**config.mk**
```make
export PLATFORM = sky130hd
export DESIGN_NAME = cds_clock_strobes
export DESIGN_NICKNAME = d
export VERILOG_FILES = /design/src/logic/cds_pkg.sv /design/src/logic/cds_clock_strobes.sv /design/src/logic/cds_mc_seq.sv
export SDC_FILE = /design/constraint.sdc
export NUM_CORES = 1
export LEC_CHECK = 0
export BUFFER_PORTS_ARGS = -buffer_cell sky130_fd_sc_hd__buf_4
export CORE_MARGIN = 5
export CORE_UTILIZATION = 35
export DETAILED_ROUTE_END_ITERATION = 16
export PLACE_DENSITY = 0.7
export SLEW_MARGIN = 30
export SYNTH_ARGS = -nofsm -noshare
export SYNTH_HDL_FRONTEND = slang
export SYNTH_HIERARCHICAL = 1
export SYNTH_SLANG_ARGS = --single-unit
```
**constraint.sdc**
```tcl
create_clock -name pclk -period 2.5 [get_ports pclk]
set_clock_uncertainty 0.1 [all_clocks]
set_input_delay 0.75 -clock pclk [delete_from_list [all_inputs] [get_ports pclk]]
set_output_delay 0.75 -clock pclk [all_outputs]
set_load 0.02 [all_outputs]
```
**src/logic/cds_pkg.sv**
```systemverilog
// Constants and types shared by the clock divider and bus strobe block
package cds_pkg;
    localparam int          ADDR_W          = 12;
    localparam int          DATA_W          = 32;
    // Register indices; the byte address is four times the index
    localparam logic [7:0]  CLK_CTRL_IDX    = 8'h8F;
    localparam logic [7:0]  AUX_CTRL_IDX    = 8'h90;
    localparam logic [7:0]  STATUS_IDX      = 8'h91;
    localparam logic [11:0] CLK_CTRL_ADDR   = {2'h0, CLK_CTRL_IDX, 2'h0};
    localparam logic [11:0] AUX_CTRL_ADDR   = {2'h0, AUX_CTRL_IDX, 2'h0};
    localparam logic [11:0] STATUS_ADDR     = {2'h0, STATUS_IDX, 2'h0};
    // Field positions and reset values
    localparam int          SPEED_BIT       = 0;
    localparam int          ALE_OFF_BIT     = 0;
    localparam int          ST_SPEED_BIT    = 0;
    localparam int          ST_EXT_BIT      = 1;
    localparam int          ST_PIN_BIT      = 2;
    localparam int          ST_DATA_BIT     = 3;
    localparam logic        SPEED_RST       = 1'b0;
    localparam logic        ALE_OFF_RST     = 1'b0;
    // Top of the on-chip code range for each variant
    localparam logic [15:0] TOP_SMALL       = 16'h3FFF;
    localparam logic [15:0] TOP_LARGE       = 16'h7FFF;
    // Clock periods per machine cycle in each mode
    localparam int          PERIODS_NORMAL  = 12;
    localparam int          PERIODS_DOUBLE  = 6;
    localparam int          STATES_PER_MC   = 6;
    // Address strobe spacing in states, and with one pulse dropped
    localparam int          ALE_GAP         = STATES_PER_MC / 2;
    localparam int          ALE_GAP_SKIP    = STATES_PER_MC;
    localparam int          PCLK_MHZ        = 20;

    // Six machine-cycle states, one-hot
    typedef enum logic [5:0] {
        CDS_S1 = 6'h01,
        CDS_S2 = 6'h02,
        CDS_S3 = 6'h04,
        CDS_S4 = 6'h08,
        CDS_S5 = 6'h10,
        CDS_S6 = 6'h20
    } cds_state_e;
endpackage

```
**src/logic/cds_clock_strobes.sv**
```systemverilog
// Clock divider, speed select, fetch select and external memory strobes
//
// Register access over APB and the register addresses were chosen for this implementation.
`timescale 1ns/1ns
module cds_clock_strobes #(
    parameter bit LARGE_CODE = 1'b0
) (
    // Clock and reset
    input  wire logic        pclk,
    input  wire logic        presetn,
    // APB slave
    input  wire logic        psel,
    input  wire logic        penable,
    input  wire logic        pwrite,
    input  wire logic [11:0] paddr,
    input  wire logic [31:0] pwdata,
    output logic      [31:0] prdata,
    output logic             pready,
    output logic             pslverr,
    // Pins
    input  wire logic        crystal_in,
    input  wire logic        external_fetch_enable_n,
    output logic             ale,
    output logic             code_read_strobe_n,
    // Core side
    input  wire logic [15:0] pc,
    input  wire logic        data_access,
    input  wire logic        security_level1,
    output logic             state_tick,
    output logic             machine_cycle,
    output logic             standard_speed,
    output logic             ext_fetch
);
    logic                xs1;
    logic                xs2;
    logic                xs3;
    logic                es1;
    logic                es2;
    logic                xtal_rise;
    logic                div2;
    logic                div_rise;
    logic                tick;
    logic                double_speed_bit;
    logic                speed_active;
    logic                ale_disable;
    logic                pin_latched;
    logic                pin_captured;
    logic [1:0]          pin_fill;
    logic                pin_eff;
    logic                data_q;
    logic                next_ext;
    logic                next_ale;
    logic                next_code_strobe;
    logic                setup;
    logic [31:0]         next_rdata;
    logic                next_err;
    cds_pkg::cds_state_e state;

    function automatic logic [31:0] bit_word(input logic b, input int pos);
        logic [31:0] w;
        w = 32'h0000_0000;
        w[pos] = b;
        return w;
    endfunction

    cds_mc_seq u_seq (
        .pclk       (pclk),
        .presetn    (presetn),
        .state_tick (tick),
        .state      (state)
    );

    // Pins are asynchronous to pclk; crystal must run at most pclk/4
    always_ff @(posedge pclk or negedge presetn) begin
        if (!presetn) begin
            xs1 <= 1'b0;
            xs2 <= 1'b0;
            xs3 <= 1'b0;
            es1 <= 1'b1;
            es2 <= 1'b1;
        end else begin
            xs1 <= crystal_in;
            xs2 <= xs1;
            xs3 <= xs2;
            es1 <= external_fetch_enable_n;
            es2 <= es1;
        end
    end

    assign xtal_rise = xs2 & ~xs3;
    assign div_rise  = xtal_rise & ~div2;
    // Halver feeds the phase generator unless double speed bypasses it
    assign tick      = speed_active ? xtal_rise : div_rise;

    always_ff @(posedge pclk or negedge presetn) begin
        if (!presetn) begin
            div2 <= 1'b0;
        end else if (xtal_rise) begin
            div2 <= ~div2;
        end
    end

    // New speed only on a halved rising edge, which is also a state boundary
    always_ff @(posedge pclk or negedge presetn) begin
        if (!presetn) begin
            speed_active <= cds_pkg::SPEED_RST;
        end else if (div_rise) begin
            speed_active <= double_speed_bit;
        end
    end

    // Pin level is latched once the synchroniser holds a real sample, not its reset value
    always_ff @(posedge pclk or negedge presetn) begin
        if (!presetn) begin
            pin_fill     <= 2'h0;
            pin_latched  <= 1'b1;
            pin_captured <= 1'b0;
        end else begin
            pin_fill <= {pin_fill[0], 1'b1};
            if (pin_fill[1] && !pin_captured) begin
                pin_latched  <= es2;
                pin_captured <= 1'b1;
            end
        end
    end

    assign pin_eff = (security_level1 && pin_captured) ? pin_latched : es2;

    always_comb begin
        // Pin low forces external fetch over the whole range
        if (pin_eff) begin
            next_ext = pc > (LARGE_CODE ? cds_pkg::TOP_LARGE : cds_pkg::TOP_SMALL);
        end else begin
            next_ext = 1'b1;
        end
    end

    // Fetch source and data-access flag hold for a whole machine cycle
    always_ff @(posedge pclk or negedge presetn) begin
        if (!presetn) begin
            ext_fetch     <= 1'b0;
            data_q        <= 1'b0;
            machine_cycle <= 1'b0;
        end else begin
            machine_cycle <= tick && state == cds_pkg::CDS_S6;
            if (tick && state == cds_pkg::CDS_S6) begin
                ext_fetch <= next_ext;
                data_q    <= data_access;
            end
        end
    end

    always_comb begin
        next_ale = 1'b0;
        if (state == cds_pkg::CDS_S4) begin
            next_ale = 1'b1;
        end else if (state == cds_pkg::CDS_S1) begin
            next_ale = ~data_q;
        end
        if (ale_disable && !ext_fetch && !data_q) begin
            next_ale = 1'b0;
        end
        next_code_strobe = (state == cds_pkg::CDS_S2 || state == cds_pkg::CDS_S5)
                           && ext_fetch && !data_q;
    end

    always_ff @(posedge pclk or negedge presetn) begin
        if (!presetn) begin
            ale                <= 1'b0;
            code_read_strobe_n <= 1'b1;
            state_tick         <= 1'b0;
            standard_speed     <= 1'b1;
        end else begin
            ale                <= next_ale;
            code_read_strobe_n <= ~next_code_strobe;
            state_tick         <= tick;
            standard_speed     <= ~speed_active;
        end
    end

    // APB: zero wait states, answer prepared in the setup cycle
    assign setup = psel & ~penable;

    always_comb begin
        next_rdata = 32'h0000_0000;
        next_err   = 1'b0;
        unique case (paddr)
            cds_pkg::CLK_CTRL_ADDR: next_rdata = bit_word(double_speed_bit, cds_pkg::SPEED_BIT);
            cds_pkg::AUX_CTRL_ADDR: next_rdata = bit_word(ale_disable, cds_pkg::ALE_OFF_BIT);
            cds_pkg::STATUS_ADDR: begin
                next_rdata = bit_word(speed_active, cds_pkg::ST_SPEED_BIT)
                           | bit_word(ext_fetch, cds_pkg::ST_EXT_BIT)
                           | bit_word(pin_eff, cds_pkg::ST_PIN_BIT)
                           | bit_word(data_q, cds_pkg::ST_DATA_BIT);
            end
            default: next_err = 1'b1;
        endcase
    end

    always_ff @(posedge pclk or negedge presetn) begin
        if (!presetn) begin
            prdata  <= 32'h0000_0000;
            pslverr <= 1'b0;
            pready  <= 1'b0;
        end else begin
            pready <= 1'b1;
            if (setup) begin
                prdata  <= pwrite ? 32'h0000_0000 : next_rdata;
                pslverr <= next_err;
            end
        end
    end

    always_ff @(posedge pclk or negedge presetn) begin
        if (!presetn) begin
            double_speed_bit <= cds_pkg::SPEED_RST;
            ale_disable      <= cds_pkg::ALE_OFF_RST;
        end else if (psel && penable && pready && pwrite) begin
            if (paddr == cds_pkg::CLK_CTRL_ADDR) begin
                double_speed_bit <= pwdata[cds_pkg::SPEED_BIT];
            end
            if (paddr == cds_pkg::AUX_CTRL_ADDR) begin
                ale_disable <= pwdata[cds_pkg::ALE_OFF_BIT];
            end
        end
    end

    // Helper counters for the checks below
    logic       ale_q;
    logic       strobe_n_q;
    logic [3:0] ale_gap;
    logic       ale_seen;
    logic [2:0] strobe_falls;
    logic       mc_seen;
    logic [1:0] rise_gap;

    always_ff @(posedge pclk or negedge presetn) begin
        if (!presetn) begin
            ale_q      <= 1'b0;
            strobe_n_q <= 1'b1;
        end else begin
            ale_q      <= ale;
            strobe_n_q <= code_read_strobe_n;
        end
    end

    // Reset is standard speed, so the first tick is credited one skipped rise;
    // a silenced strobe train restarts the spacing check at its next pulse
    always_ff @(posedge pclk or negedge presetn) begin
        if (!presetn) begin
            ale_gap      <= 4'h0;
            ale_seen     <= 1'b0;
            strobe_falls <= 3'h0;
            mc_seen      <= 1'b0;
            rise_gap     <= 2'h1;
        end else begin
            if (ale && !ale_q) begin
                ale_gap  <= 4'h0;
                ale_seen <= 1'b1;
            end else if (tick && ale_gap != 4'hF) begin
                ale_gap <= ale_gap + 4'h1;
            end
            if (ale_disable) begin
                ale_seen <= 1'b0;
            end
            if (machine_cycle) begin
                strobe_falls <= 3'h0;
                mc_seen      <= 1'b1;
            end else if (!code_read_strobe_n && strobe_n_q) begin
                strobe_falls <= strobe_falls + 3'h1;
            end
            if (tick) begin
                rise_gap <= 2'h0;
            end else if (xtal_rise && rise_gap != 2'h3) begin
                rise_gap <= rise_gap + 2'h1;
            end
        end
    end
endmodule

```
**src/logic/cds_mc_seq.sv**
```systemverilog
// Machine-cycle state sequencer driven by core state ticks
`timescale 1ns/1ns
module cds_mc_seq (
    // Clock and reset
    input  wire logic              pclk,
    input  wire logic              presetn,
    // Advance request
    input  wire logic              state_tick,
    // Sequencer state
    output cds_pkg::cds_state_e    state
);
    // Reset parks in the last state so the first tick opens a fresh cycle
    always_ff @(posedge pclk or negedge presetn) begin
        if (!presetn) begin
            state <= cds_pkg::CDS_S6;
        end else if (state_tick) begin
            unique case (state)
                cds_pkg::CDS_S1: state <= cds_pkg::CDS_S2;
                cds_pkg::CDS_S2: state <= cds_pkg::CDS_S3;
                cds_pkg::CDS_S3: state <= cds_pkg::CDS_S4;
                cds_pkg::CDS_S4: state <= cds_pkg::CDS_S5;
                cds_pkg::CDS_S5: state <= cds_pkg::CDS_S6;
                cds_pkg::CDS_S6: state <= cds_pkg::CDS_S1;
                default:         state <= cds_pkg::CDS_S6;
            endcase
        end
    end
endmodule

```
==> qor_table.md <==
| Group | Item | Value |
| --- | --- | --- |
| synthesis | Cells after synthesis | 136 |
| floorplanning | Overall die width | 77.1 µm |
| min path | Start point of the worst min-delay path | xs1 |
| synthesis | Post-synth top flop | sky130_fd_sc_hd__dfrtp_1 |
| synthesis | Mean Syn Cell Area | 11.6 µm² |
| floorplanning | Row count | 24 |
| cells and area | Highest-count cells in the layout ignoring fill and taps | 35 x sky130_fd_sc_hd__buf_4, 29 x sky130_fd_sc_hd__conb_1, 25 x sky130_fd_sc_hd__dfrtp_1 |
| flow run | Reported max-cap violation count | 0 |
| cells and area | Registers with the most flip-flops | u_seq/state x6, prdata x4, pin_fill x2 |
| sta | Setup violation total in the final timing report | 0 |
| floorplanning | Area of the core region | 0.00435 mm² |
| sta | Unrepaired setup endpoints after global routing | no |
| routing | Vias after detailed routing | 1013 |
| floorplanning | Die ar. | 0.00595 mm² |
| critical path | Largest fanout on the critical path | 3 |
| critical path | Endpoint kind of the worst setup timing path | flop |
| grt | Wire length of the first global-routing pass | 4.80 mm |
| critical path | Critical Path Source Type | input port |
| clocking | Deepest clock path buffer count | 2 |
| routing | WL/cell | 12.2 µm |
| grt | Global-route total usage across every layer | 10.1% |
| cells and area | Max reg flops | 6 |
| routing | Remaining antenna violation count after routing | 0 |
| clocking | Worst-Skew Late Latency | 0.28 ns |
| clocking | Buffers inserted by post-CTS timing repair | 0 |
| cells and area | Commonest non-fill, non-tap cell in the layout | sky130_fd_sc_hd__buf_4 |
| grt | Top Usage Layer GRT | met2 |
| clocking | Clk pin slew, worst setup/hold paths | 0.06 ns |
| run status | Outcome | completed |
| synthesis | Dominant cell type by area after synthesis | sky130_fd_sc_hd__dfrtp_1 |
| cells and area | Share of post-route cells with drive strength above 1 | 35.2% |
| floorplanning | Die height | 77.1 µm |
| power | Power per standard cell area | 798 mW/mm² |
| placed design | Post-DP HPWL | 2.11 mm |
| sta | Maximum clock rate | 0.499 GHz |
| clocking | CTS Root Buffer Type | sky130_fd_sc_hd__clkbuf_8 |
| synthesis | Post-synthesis cell type count | 40 |
| cells and area | Area added between synthesis and finish | 20.1% |
| routing | DRC | 0 |
| synthesis | Summed instance area of the synthesized netlist | 0.00158 mm² |
| routing | DRT Pass-1 Iters | 4 |
| grt | Vias in the first global route | 972 |
| min path | Instance count along the most critical hold path | 0 |
| clocking | Number of resized instances in the post-cts repair step | 0 |
| critical path | Setup slack of the worst register-to-register path | 0.63 ns |
| cells and area | Number of diodes added for antenna fixing | 0 |
| sta | Sum Neg Setup Slack | 0 ns |
| grt | Met2 Use GR | 15.6% |
| cells and area | Count of fill cells added during filler insertion | 428 |
| grt | Global routing usage on met1 | 11.4% |
| critical path | Data arrival time at the worst-slack endpoint | 2.07 ns |
| clocking | Number of clock sinks | 31 |
| grt | Maximum number of pins on one net before global-route repair | 32 |
| clocking | Number of levels in the clock H-tree | 2 |
| power | Leakage component of the power | 0.000876 µW |
| sta | Slew Limit Headroom | 64.4% |
| clocking | TritonCTS Buffers | 5 |
| floorplanning | Boundary pin count | 109 |
| sta | Count of pins over their slew limit | 0 |
| cells and area | Most flop-heavy register | u_seq/state |
| sta | Fraction of the cycle the final worst path needs | 80.2% |
| placed design | Quantity of I/O buffers inserted on ports | 35 |
| sta | Tmin final | 2.01 ns |
| clocking | Post-CTS Hold Buffers | 0 |
| synthesis | Share of Yosys cell area claimed by the top area cell type | 39.7% |
| placed design | Routability congestion estimate | 0.725 |
| routing | Violation count after the first detailed-route iteration | 41 |
| critical path | Startpoint of the worst-slack reg-to-reg timing path | xs3 |
| min path | Worst min path class | flop to flop |
| cells and area | Total number of nets in the final design | 244 |
| synthesis | Top area cells in the synthesized netlist | sky130_fd_sc_hd__dfrtp_1 40%, sky130_fd_sc_hd__buf_4 14%, sky130_fd_sc_hd__dfstp_2 10% |
| grt | Global-route met3 utilization | 5.74% |
| routing | Detailed-route wire length | 2.79 mm |
| synthesis | Sequential area share after synthesis | 49.6% |
| power | Max rail drop VDD | 0.238 mV |
| synthesis | Flip-flop and latch count after synthesis | 31 |
| sta | Transition time at the pin with the least slew margin | 0.534 ns |
| critical path | Critical Path RT | 2.56 ns |
| sta | Hold Violations, Final | 0 |
| synthesis | Ys Warns | 6 |
| critical path | Terminus of the critical flop-to-flop path | data_q |
| min path | Worst hold path endpoint | xs2 |
| critical path | Number of cell instances on the worst register-to-register path | 4 |
| sta | Hold Slack | 0.254 ns |
| floorplanning | Starting utilization of the core area | 36.2% |
| synthesis | Count of flip-flops with a built-in enable after synthesis | 0 |
| routing | Vias per Instance | 4.44 |
| grt | Initial antenna violation count | 0 |
| grt | Overflow left after global routing | 0 |
| critical path | Type of the setup path with the least slack | input port to flop |
| synthesis | Async set-reset flop share out of synthesis | 100% |
| clocking | Clock tree from TritonCTS | yes |
worst max-delay path: stages:
cell,delay (ns)
sky130_fd_sc_hd__buf_4,0.11
sky130_fd_sc_hd__or4b_4,0.57
sky130_fd_sc_hd__nor3_2,0.22
sky130_fd_sc_hd__nand3b_1,0.12
sky130_fd_sc_hd__mux2_4,0.31
power by group:
group | total [µW] | switching, µW | leakage [µW] | internal, µW
Combinational | 324 | 165 | 0.000436 | 160
Clock | 502 | 180 | 0.0000612 | 322
Sequential | 687 | 107 | 0.000379 | 580
cell families after synthesis:
logic type      Yosys count  synth area share (%)
compound gates           16                  7.61
xor+xnor                  3                  1.67
buf+inv                  33                  15.2
flops                    31                  49.6
mux                       9                  6.50
other cells               2                 0.476
simple gates             42                  18.9
cells in the mapped netlist, drive strengths merged, types with 2 or more instances:
library cell,n
dfrtp,25
nand2b,3
nand3b,2
nand4,2
nor3,3
nor4,4
nor2,5
nor3b,2
nand2,5
o21ai,5
nor4b,2
xor2,2
mux2,7
nand4b,2
dfstp,6
a22o,5
nor2b,2
nand3,2
or4b,2
or3,2
inv,3
mux2i,2
conb,2
buf,30
through the flow:
| step | util [%] | total power (µW) | setup WS, ns | cell area (µm²) | instances |
|---|---|---|---|---|---|
| floorplan | - | 957 | 0.386 | 1680 | 163 |
| global placement | 40.8 | 1010 | 0.204 | 1780 | 220 |
| global route | 43.5 | 1610 | 0.461 | 1900 | 228 |
| finish | 43.5 | 1510 | 0.494 | 1900 | 228 |
| detailed placement | 40.8 | 1020 | 0.206 | 1780 | 220 |
| CTS | 43.5 | 1540 | 0.506 | 1900 | 228 |
layout make-up:
class | instances | area [µm²] | area share, %
inverters | 3 | 11.3 | 0.594
clock inverters | 2 | 35.0 | 1.85
flip-flops and latches | 31 | 783 | 41.3
well taps | 52 | 65.1 | 3.43
clock buffers | 6 | 82.6 | 4.36
multi-input cells | 99 | 656 | 34.6
repair buffers | 35 | 263 | 13.9
worst max path at each step:
stage | startpoint | end | slack [ns] | cells past startpoint
floorplan | paddr[8] | ale_disable | 0.39 | 4
global placement | paddr[8] | ale_disable | 0.20 | 5
detailed placement | paddr[8] | ale_disable | 0.21 | 5
CTS | paddr[8] | ale_disable | 0.51 | 5
global route | paddr[8] | ale_disable | 0.46 | 5
finish | paddr[8] | ale_disable | 0.49 | 5
metal layers:
metal  share of wire (%)  up-vias
met3                  11        7
met5                   0        -
met4                 1.7        0
met2                  48       37
met1                  40      467
li1                    -      502
No activity file was read; power rests on OpenSTA's default activity.
